--- src/hw/dcr_consts.svh ---
// Offsets, field positions and reset values of the DMA channel block.
// Assumes a 32-bit APB with one aligned word per register.
`ifndef DCR_CONSTS_SVH
`define DCR_CONSTS_SVH

// ----------------------------------------
// Register byte offsets
// ----------------------------------------
`define DCR_OFS_SRC_LO   8'h00
`define DCR_OFS_SRC_HI   8'h04
`define DCR_OFS_DST_LO   8'h08
`define DCR_OFS_DST_HI   8'h0c
`define DCR_OFS_COUNT    8'h10
`define DCR_OFS_ADC      8'h14
`define DCR_OFS_CHC      8'h18
`define DCR_OFS_TRIG     8'h1c
`define DCR_OFS_STAT     8'h20
`define DCR_OFS_MASK     8'h24

// ----------------------------------------
// Field positions
// ----------------------------------------
`define DCR_ADC_SIZE     14
`define DCR_ADC_SMODE_HI 7
`define DCR_ADC_SMODE_LO 6
`define DCR_ADC_DMODE_HI 5
`define DCR_ADC_DMODE_LO 4
`define DCR_CHC_EN       0
`define DCR_CHC_INIT     1
`define DCR_CHC_STRIG    2
`define DCR_CHC_TC       7
`define DCR_TRIG_FLAG    8
`define DCR_STAT_TC      0
`define DCR_STAT_REQ     1

// ----------------------------------------
// Widths and reset values
// ----------------------------------------
`define DCR_ADDR_W       26
`define DCR_HI_USED      10
`define DCR_NUM_IRQ      64
`define DCR_RST_16       16'h0000
`define DCR_RST_8        8'h00

`endif

--- src/hw/dcr_pkg.sv ---
// Types shared by the DMA channel block and its surroundings.
// Assumes the constants header is included alongside.
package dcr_pkg;

	// Address step modes of the address/size control register
	typedef enum logic [1:0] {
		DCR_STEP_INC   = 2'b00,
		DCR_STEP_DEC   = 2'b01,
		DCR_STEP_FIXED = 2'b10,
		DCR_STEP_RSVD  = 2'b11
	} dcr_step_t;

	// One request to the internal bus
	typedef struct packed {
		logic [25:0] addr;
		logic        write;
		logic        size16;
		logic [15:0] wdata;
	} dcr_bus_req_t;

	// APB request side
	typedef struct packed {
		logic        psel;
		logic        penable;
		logic        pwrite;
		logic [7:0]  paddr;
		logic [31:0] pwdata;
	} dcr_apb_req_t;

endpackage

--- src/hw/dcr_channel.sv ---
// One DMA channel: APB register file, trigger logic and transfer engine.
// Assumes a single 10 MHz clock, synchronous inputs and a bus that
// acknowledges each read or write with a one-cycle busAck.
//
// Behaviour
// - Address halves read separately, may be intermediate
// - Size bit picks 8 or 16 bit units
// - 16-bit transfers start at even address
// - Terminal-count flag is read-only
// - Initialize and trigger bits are write-only actions
// - Enable clears first, terminal count sets after
// - Read during completion may show both zero
// - Selected interrupt sets request flag, starts if enabled
// - Standby interrupts set nothing, start nothing
//
// Chosen here: register access over APB and the register addresses.
`timescale 1ns/10ps
`include "dcr_consts.svh"

module dcr_channel #(
	parameter int ADDR_W = `DCR_ADDR_W,	// Transfer address width
	parameter int NUM_IRQ = `DCR_NUM_IRQ	// Trigger sources
) (
	input  wire logic                 clk,        // 10 MHz clock
	input  wire logic                 rst,        // Sync reset, high
	input  wire dcr_pkg::dcr_apb_req_t apbReq,    // APB request
	output logic                      pready,     // APB ready
	output logic                      pslverr,    // Unmapped address
	output logic [31:0]               prdata,     // APB read data
	input  wire logic [NUM_IRQ-1:0]   periphIrq,  // Peripheral pulses
	input  wire logic                 standby,    // Device in standby
	output logic                      busReqValid,// Bus request
	output dcr_pkg::dcr_bus_req_t     busReq,     // Bus request data
	input  wire logic                 busAck,     // Bus done, pulse
	input  wire logic [15:0]          busRdData,  // Bus read data
	output logic                      irq         // Level interrupt
);

	// ----------------------------------------
	// Declarations
	// ----------------------------------------
	typedef enum logic [1:0] {S_IDLE, S_READ, S_WRITE} dcr_state_t;

	dcr_state_t    state_reg;
	logic [15:0]   srcLo_reg;
	logic [15:0]   srcHi_reg;
	logic [15:0]   dstLo_reg;
	logic [15:0]   dstHi_reg;
	logic [15:0]   count_reg;
	logic [15:0]   adc_reg;
	logic          enable_reg;
	logic          tc_reg;
	logic          tcPend_reg;
	logic [5:0]    trigSel_reg;
	logic          reqFlag_reg;
	logic [1:0]    stat_reg;
	logic [1:0]    mask_reg;
	logic [15:0]   data_reg;
	logic          firstUnit_reg;
	logic [31:0]   prdata_reg;
	logic          wrEn;
	logic          rdSetup;
	logic          mapped;
	logic          size16;
	logic          trigHit;
	logic          swTrig;
	logic          initHit;
	logic          startUnit;
	logic          unitDone;
	logic          lastUnit;
	logic [ADDR_W-1:0] srcAddr;
	logic [ADDR_W-1:0] dstAddr;
	logic [ADDR_W-1:0] srcNext;
	logic [ADDR_W-1:0] dstNext;

	// Step an address by the unit size in the chosen mode
	function automatic logic [ADDR_W-1:0] stepAddr(
		input logic [ADDR_W-1:0] a,
		input logic [1:0]        mode,
		input logic              wide
	);
		logic [ADDR_W-1:0] d;
		d = wide ? ADDR_W'(2) : ADDR_W'(1);
		case (dcr_pkg::dcr_step_t'(mode))
			dcr_pkg::DCR_STEP_INC: stepAddr = a + d;
			dcr_pkg::DCR_STEP_DEC: stepAddr = a - d;
			default:               stepAddr = a;
		endcase
	endfunction

	// Decode of a write to one register offset
	function automatic logic hitReg(input logic [7:0] ofs);
		hitReg = wrEn && (apbReq.paddr == ofs);
	endfunction

	// ----------------------------------------
	// APB slave
	// ----------------------------------------
	// No wait states: every register answers in its access cycle
	// Zero-wait slave; read data captured in the setup cycle
	assign pready  = 1'b1;
	assign wrEn    = apbReq.psel & apbReq.penable & apbReq.pwrite;
	assign rdSetup = apbReq.psel & ~apbReq.penable & ~apbReq.pwrite;
	assign prdata  = prdata_reg;

	always_comb begin
		case (apbReq.paddr)
			`DCR_OFS_SRC_LO, `DCR_OFS_SRC_HI, `DCR_OFS_DST_LO,
			`DCR_OFS_DST_HI, `DCR_OFS_COUNT, `DCR_OFS_ADC,
			`DCR_OFS_CHC, `DCR_OFS_TRIG, `DCR_OFS_STAT,
			`DCR_OFS_MASK: mapped = 1'b1;
			default:       mapped = 1'b0;
		endcase
	end
	assign pslverr = apbReq.psel & apbReq.penable & ~mapped;

	// Read mux; halves read apart, so a live address may tear
	always_ff @(posedge clk) begin
		if (rst) begin
			prdata_reg <= 32'h00000000;
		end else if (rdSetup) begin
			case (apbReq.paddr)
				`DCR_OFS_SRC_LO: prdata_reg <= {16'h0000, srcLo_reg};
				`DCR_OFS_SRC_HI: prdata_reg <= {16'h0000, srcHi_reg};
				`DCR_OFS_DST_LO: prdata_reg <= {16'h0000, dstLo_reg};
				`DCR_OFS_DST_HI: prdata_reg <= {16'h0000, dstHi_reg};
				`DCR_OFS_COUNT:  prdata_reg <= {16'h0000, count_reg};
				`DCR_OFS_ADC:    prdata_reg <= {16'h0000, adc_reg};
				// Action bits read as zero
				`DCR_OFS_CHC:    prdata_reg <= {24'h000000, tc_reg,
					6'h00, enable_reg};
				`DCR_OFS_TRIG:   prdata_reg <= {23'h000000, reqFlag_reg,
					2'h0, trigSel_reg};
				`DCR_OFS_STAT:   prdata_reg <= {30'h00000000, stat_reg};
				`DCR_OFS_MASK:   prdata_reg <= {30'h00000000, mask_reg};
				default:         prdata_reg <= 32'h00000000;
			endcase
		end
	end

	// ----------------------------------------
	// Configuration registers
	// ----------------------------------------
	// Stored as written; reserved ADC bits are kept, software zeroes them
	always_ff @(posedge clk) begin
		if (rst) begin
			adc_reg     <= `DCR_RST_16;
			trigSel_reg <= 6'h00;
			mask_reg    <= 2'h0;
		end else begin
			if (hitReg(`DCR_OFS_ADC))
				adc_reg <= apbReq.pwdata[15:0];
			if (hitReg(`DCR_OFS_TRIG))
				trigSel_reg <= apbReq.pwdata[5:0];
			if (hitReg(`DCR_OFS_MASK))
				mask_reg <= apbReq.pwdata[1:0];
		end
	end

	// Step mode 11 acts as fixed; software should not rely on it
	assign size16 = adc_reg[`DCR_ADC_SIZE];

	// ----------------------------------------
	// Address and count registers
	// ----------------------------------------
	assign srcAddr = {srcHi_reg[`DCR_HI_USED-1:0], srcLo_reg};
	assign dstAddr = {dstHi_reg[`DCR_HI_USED-1:0], dstLo_reg};
	// Next addresses step from the aligned start, so an odd start in
	// 16-bit mode never carries its low bit into later units
	assign srcNext = stepAddr(srcAddr & {{(ADDR_W-1){1'b1}},
		~(size16 & firstUnit_reg)},
		adc_reg[`DCR_ADC_SMODE_HI:`DCR_ADC_SMODE_LO], size16);
	assign dstNext = stepAddr(dstAddr & {{(ADDR_W-1){1'b1}},
		~(size16 & firstUnit_reg)},
		adc_reg[`DCR_ADC_DMODE_HI:`DCR_ADC_DMODE_LO], size16);
	// Count 0 or 1 both end the block; 0 never wraps to a long run
	assign lastUnit = (count_reg <= 16'h0001);

	// Engine steps per unit; software writes land in any cycle but a unit's last
	always_ff @(posedge clk) begin
		if (rst) begin
			srcLo_reg <= `DCR_RST_16;
			srcHi_reg <= `DCR_RST_16;
			dstLo_reg <= `DCR_RST_16;
			dstHi_reg <= `DCR_RST_16;
			count_reg <= `DCR_RST_16;
		end else if (unitDone) begin
			srcLo_reg <= srcNext[15:0];
			srcHi_reg[`DCR_HI_USED-1:0] <= srcNext[ADDR_W-1:16];
			dstLo_reg <= dstNext[15:0];
			dstHi_reg[`DCR_HI_USED-1:0] <= dstNext[ADDR_W-1:16];
			count_reg <= count_reg - 16'h0001;
		end else begin
			if (hitReg(`DCR_OFS_SRC_LO))
				srcLo_reg <= apbReq.pwdata[15:0];
			if (hitReg(`DCR_OFS_SRC_HI))
				srcHi_reg <= apbReq.pwdata[15:0];
			if (hitReg(`DCR_OFS_DST_LO))
				dstLo_reg <= apbReq.pwdata[15:0];
			if (hitReg(`DCR_OFS_DST_HI))
				dstHi_reg <= apbReq.pwdata[15:0];
			if (hitReg(`DCR_OFS_COUNT))
				count_reg <= apbReq.pwdata[15:0];
		end
	end

	// ----------------------------------------
	// Channel control
	// ----------------------------------------
	assign initHit = hitReg(`DCR_OFS_CHC) &
		apbReq.pwdata[`DCR_CHC_INIT];
	assign swTrig  = hitReg(`DCR_OFS_CHC) &
		apbReq.pwdata[`DCR_CHC_STRIG];

	// Enable drops at the end, the flag rises one cycle later
	always_ff @(posedge clk) begin
		if (rst) begin
			enable_reg <= 1'b0;
			tc_reg     <= 1'b0;
			tcPend_reg <= 1'b0;
		end else if (initHit) begin
			enable_reg <= 1'b0;
			tc_reg     <= 1'b0;
			tcPend_reg <= 1'b0;
		end else begin
			tcPend_reg <= unitDone & lastUnit;
			// One cycle shows enable 0 and flag 0 here
			if (tcPend_reg)
				tc_reg <= 1'b1;
			else if (hitReg(`DCR_OFS_CHC) &
				apbReq.pwdata[`DCR_CHC_EN])
				tc_reg <= 1'b0;	// Re-enable starts a new block
			if (unitDone & lastUnit)
				enable_reg <= 1'b0;
			else if (hitReg(`DCR_OFS_CHC))
				enable_reg <= apbReq.pwdata[`DCR_CHC_EN];
			// The written TC bit never reaches the flag itself
		end
	end

	// ----------------------------------------
	// Request flag
	// ----------------------------------------
	// Set wins over start and software clears, not init; standby blocks only the peripheral set
	assign trigHit = ~standby & periphIrq[trigSel_reg];

	always_ff @(posedge clk) begin
		if (rst) begin
			reqFlag_reg <= 1'b0;
		end else if (initHit) begin
			reqFlag_reg <= 1'b0;
		end else if (trigHit | swTrig) begin
			reqFlag_reg <= 1'b1;	// Regardless of enable
		end else if (startUnit) begin
			reqFlag_reg <= 1'b0;
		end else if (hitReg(`DCR_OFS_TRIG) &
			~apbReq.pwdata[`DCR_TRIG_FLAG]) begin
			reqFlag_reg <= 1'b0;	// Software may only clear
		end
	end

	// ----------------------------------------
	// Transfer engine
	// ----------------------------------------
	// Starts at once when enabled with a pending request
	assign startUnit = (state_reg == S_IDLE) & enable_reg & reqFlag_reg;
	assign unitDone  = (state_reg == S_WRITE) & busAck;

	// Init drops a phase in flight; the bus side must tolerate that
	always_ff @(posedge clk) begin
		if (rst | initHit) begin
			state_reg <= S_IDLE;
		end else begin
			case (state_reg)
				S_IDLE:  if (startUnit) state_reg <= S_READ;
				S_READ:  if (busAck) state_reg <= S_WRITE;
				S_WRITE: if (busAck) state_reg <= S_IDLE;
				default: state_reg <= S_IDLE;
			endcase
		end
	end

	// First unit after reset, a finished block or init (unless a unit ends that cycle) is the aligned start
	always_ff @(posedge clk) begin
		if (rst) begin
			firstUnit_reg <= 1'b1;
		end else if (unitDone) begin
			firstUnit_reg <= lastUnit;
		end else if (initHit) begin
			firstUnit_reg <= 1'b1;
		end
	end

	// Latch read data between the two bus phases
	always_ff @(posedge clk) begin
		if (rst) begin
			data_reg <= 16'h0000;
		end else if (state_reg == S_READ && busAck) begin
			data_reg <= size16 ? busRdData : {8'h00, busRdData[7:0]};
		end
	end

	// Only the first unit is forced; later ones follow the step
	// Bus request; odd start forced even in 16-bit mode
	always_comb begin
		busReqValid   = (state_reg == S_READ) | (state_reg == S_WRITE);
		busReq.write  = (state_reg == S_WRITE);
		busReq.size16 = size16;
		busReq.wdata  = data_reg;
		busReq.addr   = (state_reg == S_WRITE) ? dstAddr : srcAddr;
		if (size16 & firstUnit_reg)
			busReq.addr[0] = 1'b0;
	end

	// ----------------------------------------
	// Interrupts
	// ----------------------------------------
	// Request event counts software triggers too, even in standby
	// Sticky events, write one to clear; a new event wins
	always_ff @(posedge clk) begin
		if (rst) begin
			stat_reg <= 2'h0;
		end else begin
			for (int i = 0; i < 2; i++) begin
				if ((i == `DCR_STAT_TC) ? tcPend_reg :
					(trigHit | swTrig))
					stat_reg[i] <= 1'b1;
				else if (hitReg(`DCR_OFS_STAT) & apbReq.pwdata[i])
					stat_reg[i] <= 1'b0;
			end
		end
	end

	assign irq = |(stat_reg & mask_reg);

endmodule

--- config.mk ---
export PLATFORM = sky130hd
export DESIGN_NAME = dcr_channel
export DESIGN_NICKNAME = d
export VERILOG_FILES = /design/src/hw/dcr_pkg.sv /design/src/hw/dcr_channel.sv
export VERILOG_INCLUDE_DIRS = /design/src /design/src/hw
export SDC_FILE = /design/constraint.sdc
export NUM_CORES = 1
export LEC_CHECK = 0
export BUFFER_PORTS_ARGS = -buffer_cell sky130_fd_sc_hd__buf_2
export CAP_MARGIN = 20
export CORE_MARGIN = 3
export CORE_UTILIZATION = 50
export DETAILED_ROUTE_END_ITERATION = 7
export PLACE_DENSITY = 0.78
export SLEW_MARGIN = 5
export SYNTH_ARGS = -nofsm -noshare
export SYNTH_HDL_FRONTEND = slang
export SYNTH_SLANG_ARGS = --single-unit
--- constraint.sdc ---
create_clock -name clk -period 4.7 [get_ports clk]
set_input_delay 0.47 -clock clk [delete_from_list [all_inputs] [get_ports clk]]
set_output_delay 0.47 -clock clk [all_outputs]
set_load 0.02 [all_outputs]
# Yosys cells after proc, flatten, opt, wreduce, memory -nomap -nowiden
# Cells that the tools add are included.
# W data, S select, Z words.
word_totals:
  regBits: 161
  out_inout_bits: 80
op_classes:
  addsub: 5
  order_cmp: 2
  n_eq_ne: 16
  muxes: 35
  bitwise_logic: 30
  n_reduce_logical: 32
op_table:
  columns: ["op", "n"]
  rows:
  - ["$pmux W16 S10", 1]
  - ["$mux W16", 7]
  - ["$pmux W26 S2", 2]
  - ["$and A26 B26 Y26", 2]
  - ["$mux W10", 4]
  - ["$eq A8 B5 Y1 const B", 4]
  - ["$add A26 B2 Y26", 1]
  - ["$add A26 B26 Y26", 1]
  - ["$mux W26", 1]
  - ["$sub A26 B2 Y26", 1]
  - ["$sub A26 B26 Y26", 1]
  - ["$reduce_bool A2 Y1", 9]
  - ["$and A1 B1 Y1", 17]
  - ["$eq A8 B4 Y1 const B", 2]
  - ["$eq A8 B6 Y1 const B", 2]
  - ["$le A16 B1 Y1 const B", 1]
  - ["$sub A16 B1 Y16 const B", 1]
  - ["$mux W1", 14]
  - ["$logic_and A1 B1 Y1", 11]
  - ["$reduce_or A10 Y1", 1]
  - ["$eq A8 B3 Y1 const B", 1]
  - ["$logic_not A8 Y1", 1]
  - ["$mux W2", 4]
  - ["$lt A6 B7 Y1 const B", 1]
  - ["15 further kinds", 30]

# Longest topological paths before layout
# Gate-level depths: netlist of the first run.
depth:
  word_depth: 7
  mapped_depth: 15
  depth_no_buf: 10

# Least setup slack after synthesis of the first run
# OpenSTA, ideal clock, no wires.
synth_path:
  path_kind: "register to register"
  start: "reg adc_reg[7]"
  end: "reg srcHi_reg[4]"
  setup_ps: 103
  arrival_time_ps: 3432
  required_ps: 4597
  slack_ps: 1165
  stages_incl_launch_ff: 16
  cell_sequence: "dfxtp_1 buf_2 nand2b_1 buf_2 buf_2 buf_2 buf_2 nor2_1 fa_1 and3_1 a32oi_1 a222oi_1 o211ai_1 mux2_2 o21ai_1 a2111oi_2"
synth_between:
  elab_chain_len: 3
  word_cells_on_any_way: 4
  classes_between: "eq/ne (1); mux (2); reduce/logical (1)"
synth_lines:
  columns: ["element", "line", "text"]
  rows:
  - ["start: declaration", "dcr_channel.sv:50", "logic [15:0] adc_reg;"]
  - ["start signal: assignment", "dcr_channel.sv:147", "adc_reg <= `DCR_RST_16;"]
  - ["start signal: assignment", "dcr_channel.sv:152", "adc_reg <= apbReq.pwdata[15:0];"]
  - ["$eq A2 B1 Y1 or $logic_not A2 Y1 (tied branches)", "dcr_channel.sv:84", "case (dcr_pkg::dcr_step_t'(mode))"]
  - ["$pmux W26 S2 *", "dcr_channel.sv:84", null]
  - ["$mux W10 *", "dcr_channel.sv:187", "end else if (unitDone) begin"]
  - ["end signal: assignment", "dcr_channel.sv:183", "srcHi_reg <= `DCR_RST_16;"]
  - ["end signal: indexed assignment", "dcr_channel.sv:189", "srcHi_reg[`DCR_HI_USED-1:0] <= srcNext[ADDR_W-1:16];"]
  - ["end signal: assignment", "dcr_channel.sv:197", "srcHi_reg <= apbReq.pwdata[15:0];"]
  - ["end: declaration", "dcr_channel.sv:46", "logic [15:0] srcHi_reg;"]
# Every way passes the cells marked *; elsewhere a longest branch is shown, timed or not.
# A chain may end at the register's enable or synchronous reset.

# Final worst setup path of the first run
layout_path:
  start: "reg adc_reg[14]"
  end: "reg srcHi_reg[8]"
layout_between:
  elab_chain_len: 6
  word_cells_on_any_way: 8
  classes_between: "add/sub (2); mux (3); bitwise (3)"
layout_lines:
  columns: ["element", "line", "text"]
  rows:
  - ["$and A1 B1 Y1", "dcr_channel.sv:171", "~(size16 & firstUnit_reg)},"]
  - ["$not A1 Y1", "dcr_channel.sv:171", null]
  - ["$and A26 B26 Y26", "dcr_channel.sv:170", "assign srcNext = stepAddr(srcAddr & {{(ADDR_W-1){1'b1}},"]
  - ["$sub A26 B26 Y26 or $add A26 B26 Y26 (tied branches)", "dcr_channel.sv:86, dcr_channel.sv:85", null]
  - ["$pmux W26 S2 *", "dcr_channel.sv:84", null]
  - ["$mux W10 *", "dcr_channel.sv:187", null]
# Marks and branches as above.

==> impl_results.md, run 1 <==
* Status: completed
* Die width at 154.8 µm
* Worst Path Max Fanout at 20
* CP max stage delay at 0.79 ns
* VDD IR max at 0.2093 mV
* Dpl hpwl at 28660 µm
* Cell area after layout at 12390 µm²
* Die height at 154.8 µm
* Worst-margin pin slew at 1.076 ns
* FMAX at 287.9 MHz
* Yosys top cell area share at 26.22%
* Setup TNS at 0 ns
* Critical path's slowest cell: dfxtp_1
* Syn. warnings at 0
* I/O pins at 207
* Worst-Skew Late Latency at 0.44 ns
* Clk_skew at 0.009831 ns
* Total wire length at 40630 µm
* Core area at 21420 µm²
* Reg clk slew, reported paths at 0.07 ns
* Synth cell types at 80
* Arrival @ worst endpoint at 3.84 ns
* Largest net degree at the start of global routing at 73
* Share of the yosys chip area belonging to registers at 26.22%
* Initial DRC count at 1736
* # diodes at 0
* Hold_buf cts at 0
* CTS root buf: clkbuf_16
* GRT Util Overall at 32.40%
* Total congestion overflow at 0
* Area leader, netlist: dfxtp_1
* WP data required at 5.06 ns
* Commonest non-fill, non-tap cell in the layout: nor2_1
* EDFF count, synth at 0
* Antenna violations before repair at 0
* Final WS setup at 1.226 ns
* Nets at 1715
* H-tree lvl count at 4
* Hold Crit Class: in2reg
* Global-route wire length before repair at 61710 µm
* Placed Area at 11810 µm²
* FFs w/ async S/R, synth at 0%
* Post-route ant nets at 0
* Slew Limit Fails at 0
* Final core occ at 57.85%
* Synth Cell Area at 11070 µm²
* Most area-consuming cells after synthesis: dfxtp_1, nor2_1, nand2_1
* Clock sink count at 145
* Startpoint types: flop
* Layout area overhead at 11.91%
* Wire per inst at 21.81 µm
* Setup WS pre-CTS at 1.300 ns
* WHS Path Cells at 3
* Crit-path cells: nor2_1, fa_1, and3_1, a32oi_1, o21ai_0, a31oi_1, o21ai_0, or3_1, o211ai_1
* Final hold viol count at 0
* # Post-CTS Setup Buffers at 0
* Fin crit share at 73.90%
* GP Congestion at 0.9773
* Cell Pwr Density at 224.7 nW/µm²
* Max cap viols at 0
* Most frequent CP cell: o21ai_0
* Share of cells above drive strength 1 at 19.27%
* Most frequent cells in the layout: nor2_1, nand2_1, buf_2, dfxtp_1, a21oi_1
* Leakage power at 4.897 nW
* Worst r2r path cells at 9
* Number of global-route vias before repair at 11070
* Crit path time final at 3.474 ns
* Floorplan row count at 53
* Final setup violation count at 0
* Effective utilization at floorplan at 51.69%
* Rel. slew slack at 27.62%
* Vias at 12460
* # DRC at 0
* Resized cells post-CTS at 0
* First-pass DRT Iterations at 6
* Element type at the critical path end: flop
* Max clock buf depth at 2
* Num CTS Buffers at 17
* Main synth FF type: dfxtp_1
* FF+latch count, synth at 145
* TritonCTS clock tree: done
* Die area at 23960 µm²
* Mean area per synthesized cell at 7.352 µm²
* Cells after Synth at 1506
* Crit path kind: reg2reg
* DR vias/cell at 6.689
* RSZ-0062 raised after global routing: no
* Input/output buffers at 173
==> cells in the mapped netlist, drive strengths merged, types with 20 or more instances <==
library cell  number
nor2             185
nand2            184
dfxtp            145
clkbuf           115
a21oi            101
o21ai             88
nand3             57
mux2i             47
buf               45
mux2              40
nor3              39
a22oi             37
a31oi             32
xnor2             31
nor4              26
or3               22
o22ai             21
mux4              20
==> through the flow <==
| step | power [W] | hold WS [ns] | instances |
|---|---|---|---|
| finish | 0.002784 | 0.2596 | 1863 |
| floorplan | 0.001377 | 0.4329 | 1521 |
| global placement | 0.001460 | 0.4350 | 1830 |
| global route | 0.002846 | 0.2651 | 1863 |
| CTS | 0.002778 | 0.2529 | 1862 |
| detailed placement | 0.001461 | 0.4441 | 1830 |
==> routing by layer <==
metal / share of wire, % / global-route usage, % / vias up
met1: 38 / 42.98 / 5808
li1: - / - / 5623
met4: 5.1 / 14.21 / 0
met2: 44 / 50.33 / 885
met3: 12 / 7.750 / 145
met5: 0 / 0 / -
==> final cells by class <==
| class | count | area, µm² |
|---|---|---|
| timing repair buffer | 195 | 1037 |
| multi-input combinational | 1196 | 7463 |
| clock buffer | 17 | 425.4 |
| fill | 2036 | 9029 |
| tap | 275 | 344.1 |
| sequential | 145 | 2903 |
| clock inverter | 15 | 142.6 |
| inverter | 20 | 75.07 |
==> logic make-up (layout without fill, tap and decap cells) <==
kind of cell / after synthesis / after routing / synth area share, %
multiplexers: 107 / 107 / 12.39
other: 2 / 17 / 0.06783
AND/OR/NAND/NOR: 625 / 625 / 26.69
adder cells (fa/ha/maj): 14 / 14 / 1.695
XOR/XNOR: 37 / 37 / 2.927
buffers and inverters: 180 / 247 / 6.882
AO/OA/AOI/OAI: 396 / 396 / 23.13
flip-flops: 145 / 145 / 26.22
==> power by group <==
part	switching (W)	internal, W	total, W	leakage (nW)
Clock	0.000643	0.000700	0.00134	0.270
Sequential	0.00000345	0.00123	0.00124	1.17
Combinational	0.000136	0.0000689	0.000205	3.46
==> final timing paths <==
path                            slack, ns                     start                        end
worst max register to register       1.23  adc_reg[14]$_SDFFE_PP0P_  srcHi_reg[8]$_SDFFE_PP0P_
worst min register to register       0.45  data_reg[8]$_SDFFE_PP0P_   data_reg[8]$_SDFFE_PP0P_
worst min-delay path                 0.26              busRdData[6]   data_reg[6]$_SDFFE_PP0P_
worst max-delay path                 1.23  adc_reg[14]$_SDFFE_PP0P_  srcHi_reg[8]$_SDFFE_PP0P_
==> critical path, delay by kind of cell (launching register included) <==
family,cells,cell delay [ns]
simple gates,3,0.79
compound gates,5,1.27
flops,1,0.79
fa+ha+maj,1,0.54
No activity file was read; power rests on OpenSTA's default activity.
==> inputs of run 2 (changes only) <==
Settings changed: ABC_AREA set to 1.
Clock period 4.7 ns to 3.55 ns, I/O delays scaled along.
==> run 2 against run 1 <==
Setup slack worse by 0.47 ns. Flip-flop and latch count is the same. Sequential share of layout area decreased by 0.43 points. Clock power grew 40%. First-iteration DRC count is 13% higher. Clock skew barely moved. Cell count grew 23%. Core utilization grew 1.1 points. Total power increased by 34%.
==> impl_results.md, run 2 <==
* Uppermost layer routed: met4
* CTS root buf: clkbuf_16
* Die width at 154.9 µm (about the same)
* Syn. warnings at 0 (unchanged)
* Clock sink count at 145 (unchanged)
* VDD IR max at 0.2539 mV (+21%)
* GP Congestion at 0.9912 (+1.4%)
* Main synth FF type: dfxtp_1
* # Post-CTS Setup Buffers at 0 (unchanged)
* Rel. slew slack at 39.92% (+12 points)
* Number of global-route vias before repair at 12250 (+11%)
* Share of cells above drive strength 1 at 13.39% (-5.9 points)
* Startpoint types: flop
* DR WL met2 at 18650 µm (+3.6%)
* Hold Crit Class: in2reg
* Worst-Skew Late Latency at 0.44 ns (about the same)
* Worst hold slack at 0.1635 ns (-0.09613 ns)
* Min-delay src: busRdData[5]
* Top-count cell post-synth: nand2_1
* Arrival @ worst endpoint at 3.16 ns (-0.68 ns)
* Most frequent cells in the layout: nand2_1, inv_1, buf_2, nor2_1, o21ai_0
* Mean area per synthesized cell at 5.920 µm² (-19%)
* R2R Path Start: adc_reg[5]$_SDFFE_PP0P_
* Setup WS pre-CTS at 0.8385 ns (-0.4615 ns)
* I/O pins at 207 (unchanged)
* Reg clk slew, reported paths at 0.07 ns (about the same)
* Initial DRC count at 1960 (+13%)
* Input/output buffers at 173 (unchanged)
* Crit path time final at 2.789 ns (-0.6843 ns)
* Worst path bufs/invs at 2 (+2)
* Met3 routed WL at 5294 µm (+5.5%)
* Wire per inst at 19.17 µm (-12%)
* Total congestion overflow at 0 (unchanged)
* Layout area overhead at 13.89%
* Cell family contributing the most delay on the critical path: simple AND/OR/NAND/NOR gates
* Setup TNS at 0 ns (unchanged)
* Antenna violations before repair at 0 (unchanged)
* FFs w/ async S/R, synth at 0% (unchanged)
* Total wire length at 43930 µm (+8.1%)
* EDFF count, synth at 0 (unchanged)
* Post-route ant nets at 0 (unchanged)
* RSZ-0062 raised after global routing: no
* Total chip power at 0.003735 W (+34%)
* Vias at 13650 (+9.6%)
* Final setup violation count at 0 (unchanged)
* FF+latch count, synth at 145 (unchanged)
* Placed insts at 2258 (+23%)
* Largest net degree at the start of global routing at 59 (-19%)
* Final hold viol count at 0 (unchanged)
* Cells after Synth at 1872 (+24%)
* Final WS setup at 0.7608 ns (-0.4657 ns)
* Max clock buf depth at 2 (unchanged)
* Most frequent CP cell: nand2_1
* Synth Cell Area at 11080 µm² (+0.10%)
* Fin crit share at 78.57% (+4.7 points)
* Hold_buf cts at 0 (unchanged)
* CP max stage delay at 0.43 ns (-0.36 ns)
* Crit-path cells: inv_2, nand2_4, nor2_1, ha_1, inv_1, nor2_1, o21ai_0, nand2_1, nand2_1, nand2_1, nand2_1, nand2_1, nand2_1, nand2_1, nand2_1, nand3_1, a21oi_1
* FMAX at 358.5 MHz (+25%)
* Dpl hpwl at 33130 µm (+16%)
* Synth cell types at 47 (-41%)
* DR vias/cell at 5.959 (-11%)
* Floorplan row count at 53 (unchanged)
* Worst-margin pin slew at 0.8979 ns (-0.1778 ns)
* Most instantiated cells after synthesis: nand2_1, inv_1, nor2_1
* GRT Util Overall at 35.24% (+2.8 points)
* Effective utilization at floorplan at 51.74% (+0.053 points)
* Resized cells post-CTS at 0 (unchanged)
* Most area-consuming cells after synthesis: dfxtp_1, nand2_1, inv_1
* Critical path's slowest cell: dfxtp_1
* Cell Pwr Density at 295.9 nW/µm² (+32%)
* Die height at 154.9 µm (about the same)
* Leakage power at 5.775 nW (+18%)
* Global-route wire length before repair at 67330 µm (+9.1%)
* H-tree lvl count at 4 (unchanged)
* Element type at the critical path end: flop
* Yosys top cell area share at 26.19% (-0.027 points)
* Core area at 21420 µm² (unchanged)
* Critical path startpoint: adc_reg[5]$_SDFFE_PP0P_
* Max cap viols at 0 (unchanged)
* WP data required at 3.92 ns (-1.14 ns)
* Nets at 2143 (+25%)
* Non-filler cells, final at 2291 (+23%)
* Crit path kind: reg2reg
* First-pass DRT Iterations at 6 (unchanged)
* Slew Limit Fails at 0 (unchanged)
* # diodes at 0 (unchanged)
* Die area at 23990 µm² (+0.10%)
* Share of the yosys chip area belonging to registers at 26.19% (-0.027 points)
* Commonest non-fill, non-tap cell in the layout: nand2_1
* Clk_skew at 0.009721 ns (-0.0001101 ns)
* Area leader, netlist: dfxtp_1
* Num CTS Buffers at 17 (unchanged)
* Status: completed
* TritonCTS clock tree: done
* Metal1 wirelength at 17510 µm (+13%)
* # DRC at 0 (unchanged)
* Worst Path Max Fanout at 43 (+110%)
==> run 2: cell type report <==
cell class | instances | area (µm²)
fill | 2147 | 8797
multi-input combinational | 1412 | 6852
tap | 275 | 344.1
sequential | 145 | 2903
clock buffer | 17 | 425.4
inverter | 235 | 884.6
timing repair buffer | 192 | 1028
clock inverter | 15 | 185.2
==> run 2: cell families (layout without fill, tap and decap cells) <==
kind of cell               count (synthesis)  count (layout)  share of synthesized area, %
other                                      2              17                       0.06776
and+or+nand+nor                          930             930                         35.40
DFF                                      145             145                         26.19
xor gates and xnor gates                  24              24                         1.897
buffers and inverters                    330             459                         12.54
adders and majority gates                 13              13                         1.603
AOI/OAI and AO/OA                        428             428                         22.30
==> run 2: metrics by stage <==
| step | instance area (µm²) | util, % |
|---|---|---|
| after floorplan | 11140 | - |
| after global placement | 11980 | 55.95 |
| after detailed placement | 11980 | 55.95 |
| after CTS | 12590 | 58.80 |
| after global routing | 12620 | 58.93 |
| final | 12620 | 58.93 |
==> run 2: power by group <==
part / leakage [nW] / internal, W / total (W) / switching (W)
clock network: 0.293 / 0.00101 / 0.00187 / 0.000858
logic: 4.31 / 0.0000744 / 0.000233 / 0.000159
registers: 1.17 / 0.00163 / 0.00163 / 0.00000175
total: 5.77 / 0.00272 / 0.00373 / 0.00102
==> run 2: worst paths after layout <==
kind,end,slack (ns),cells past startpoint
worst min-delay path,data_reg[5]$_SDFFE_PP0P_,0.16,3
worst min register to register,adc_reg[12]$_SDFFE_PP0P_,0.46,2
worst max-delay path,dstHi_reg[5]$_SDFFE_PP0P_,0.76,17
worst max register to register,dstHi_reg[5]$_SDFFE_PP0P_,0.76,17
==> run 2: worst min-delay path, stage by stage <==
cell     delay (ns)
buf_2          0.07
o21ai_0        0.07
nor2_1         0.07
==> run 2: layer usage <==
| metal | vias up | global-route usage, % |
|---|---|---|
| met5 | - | 0 |
| met4 | 0 | 16.74 |
| met3 | 185 | 7.983 |
| met2 | 914 | 53.78 |
| met1 | 6126 | 47.25 |
| li1 | 6427 | - |
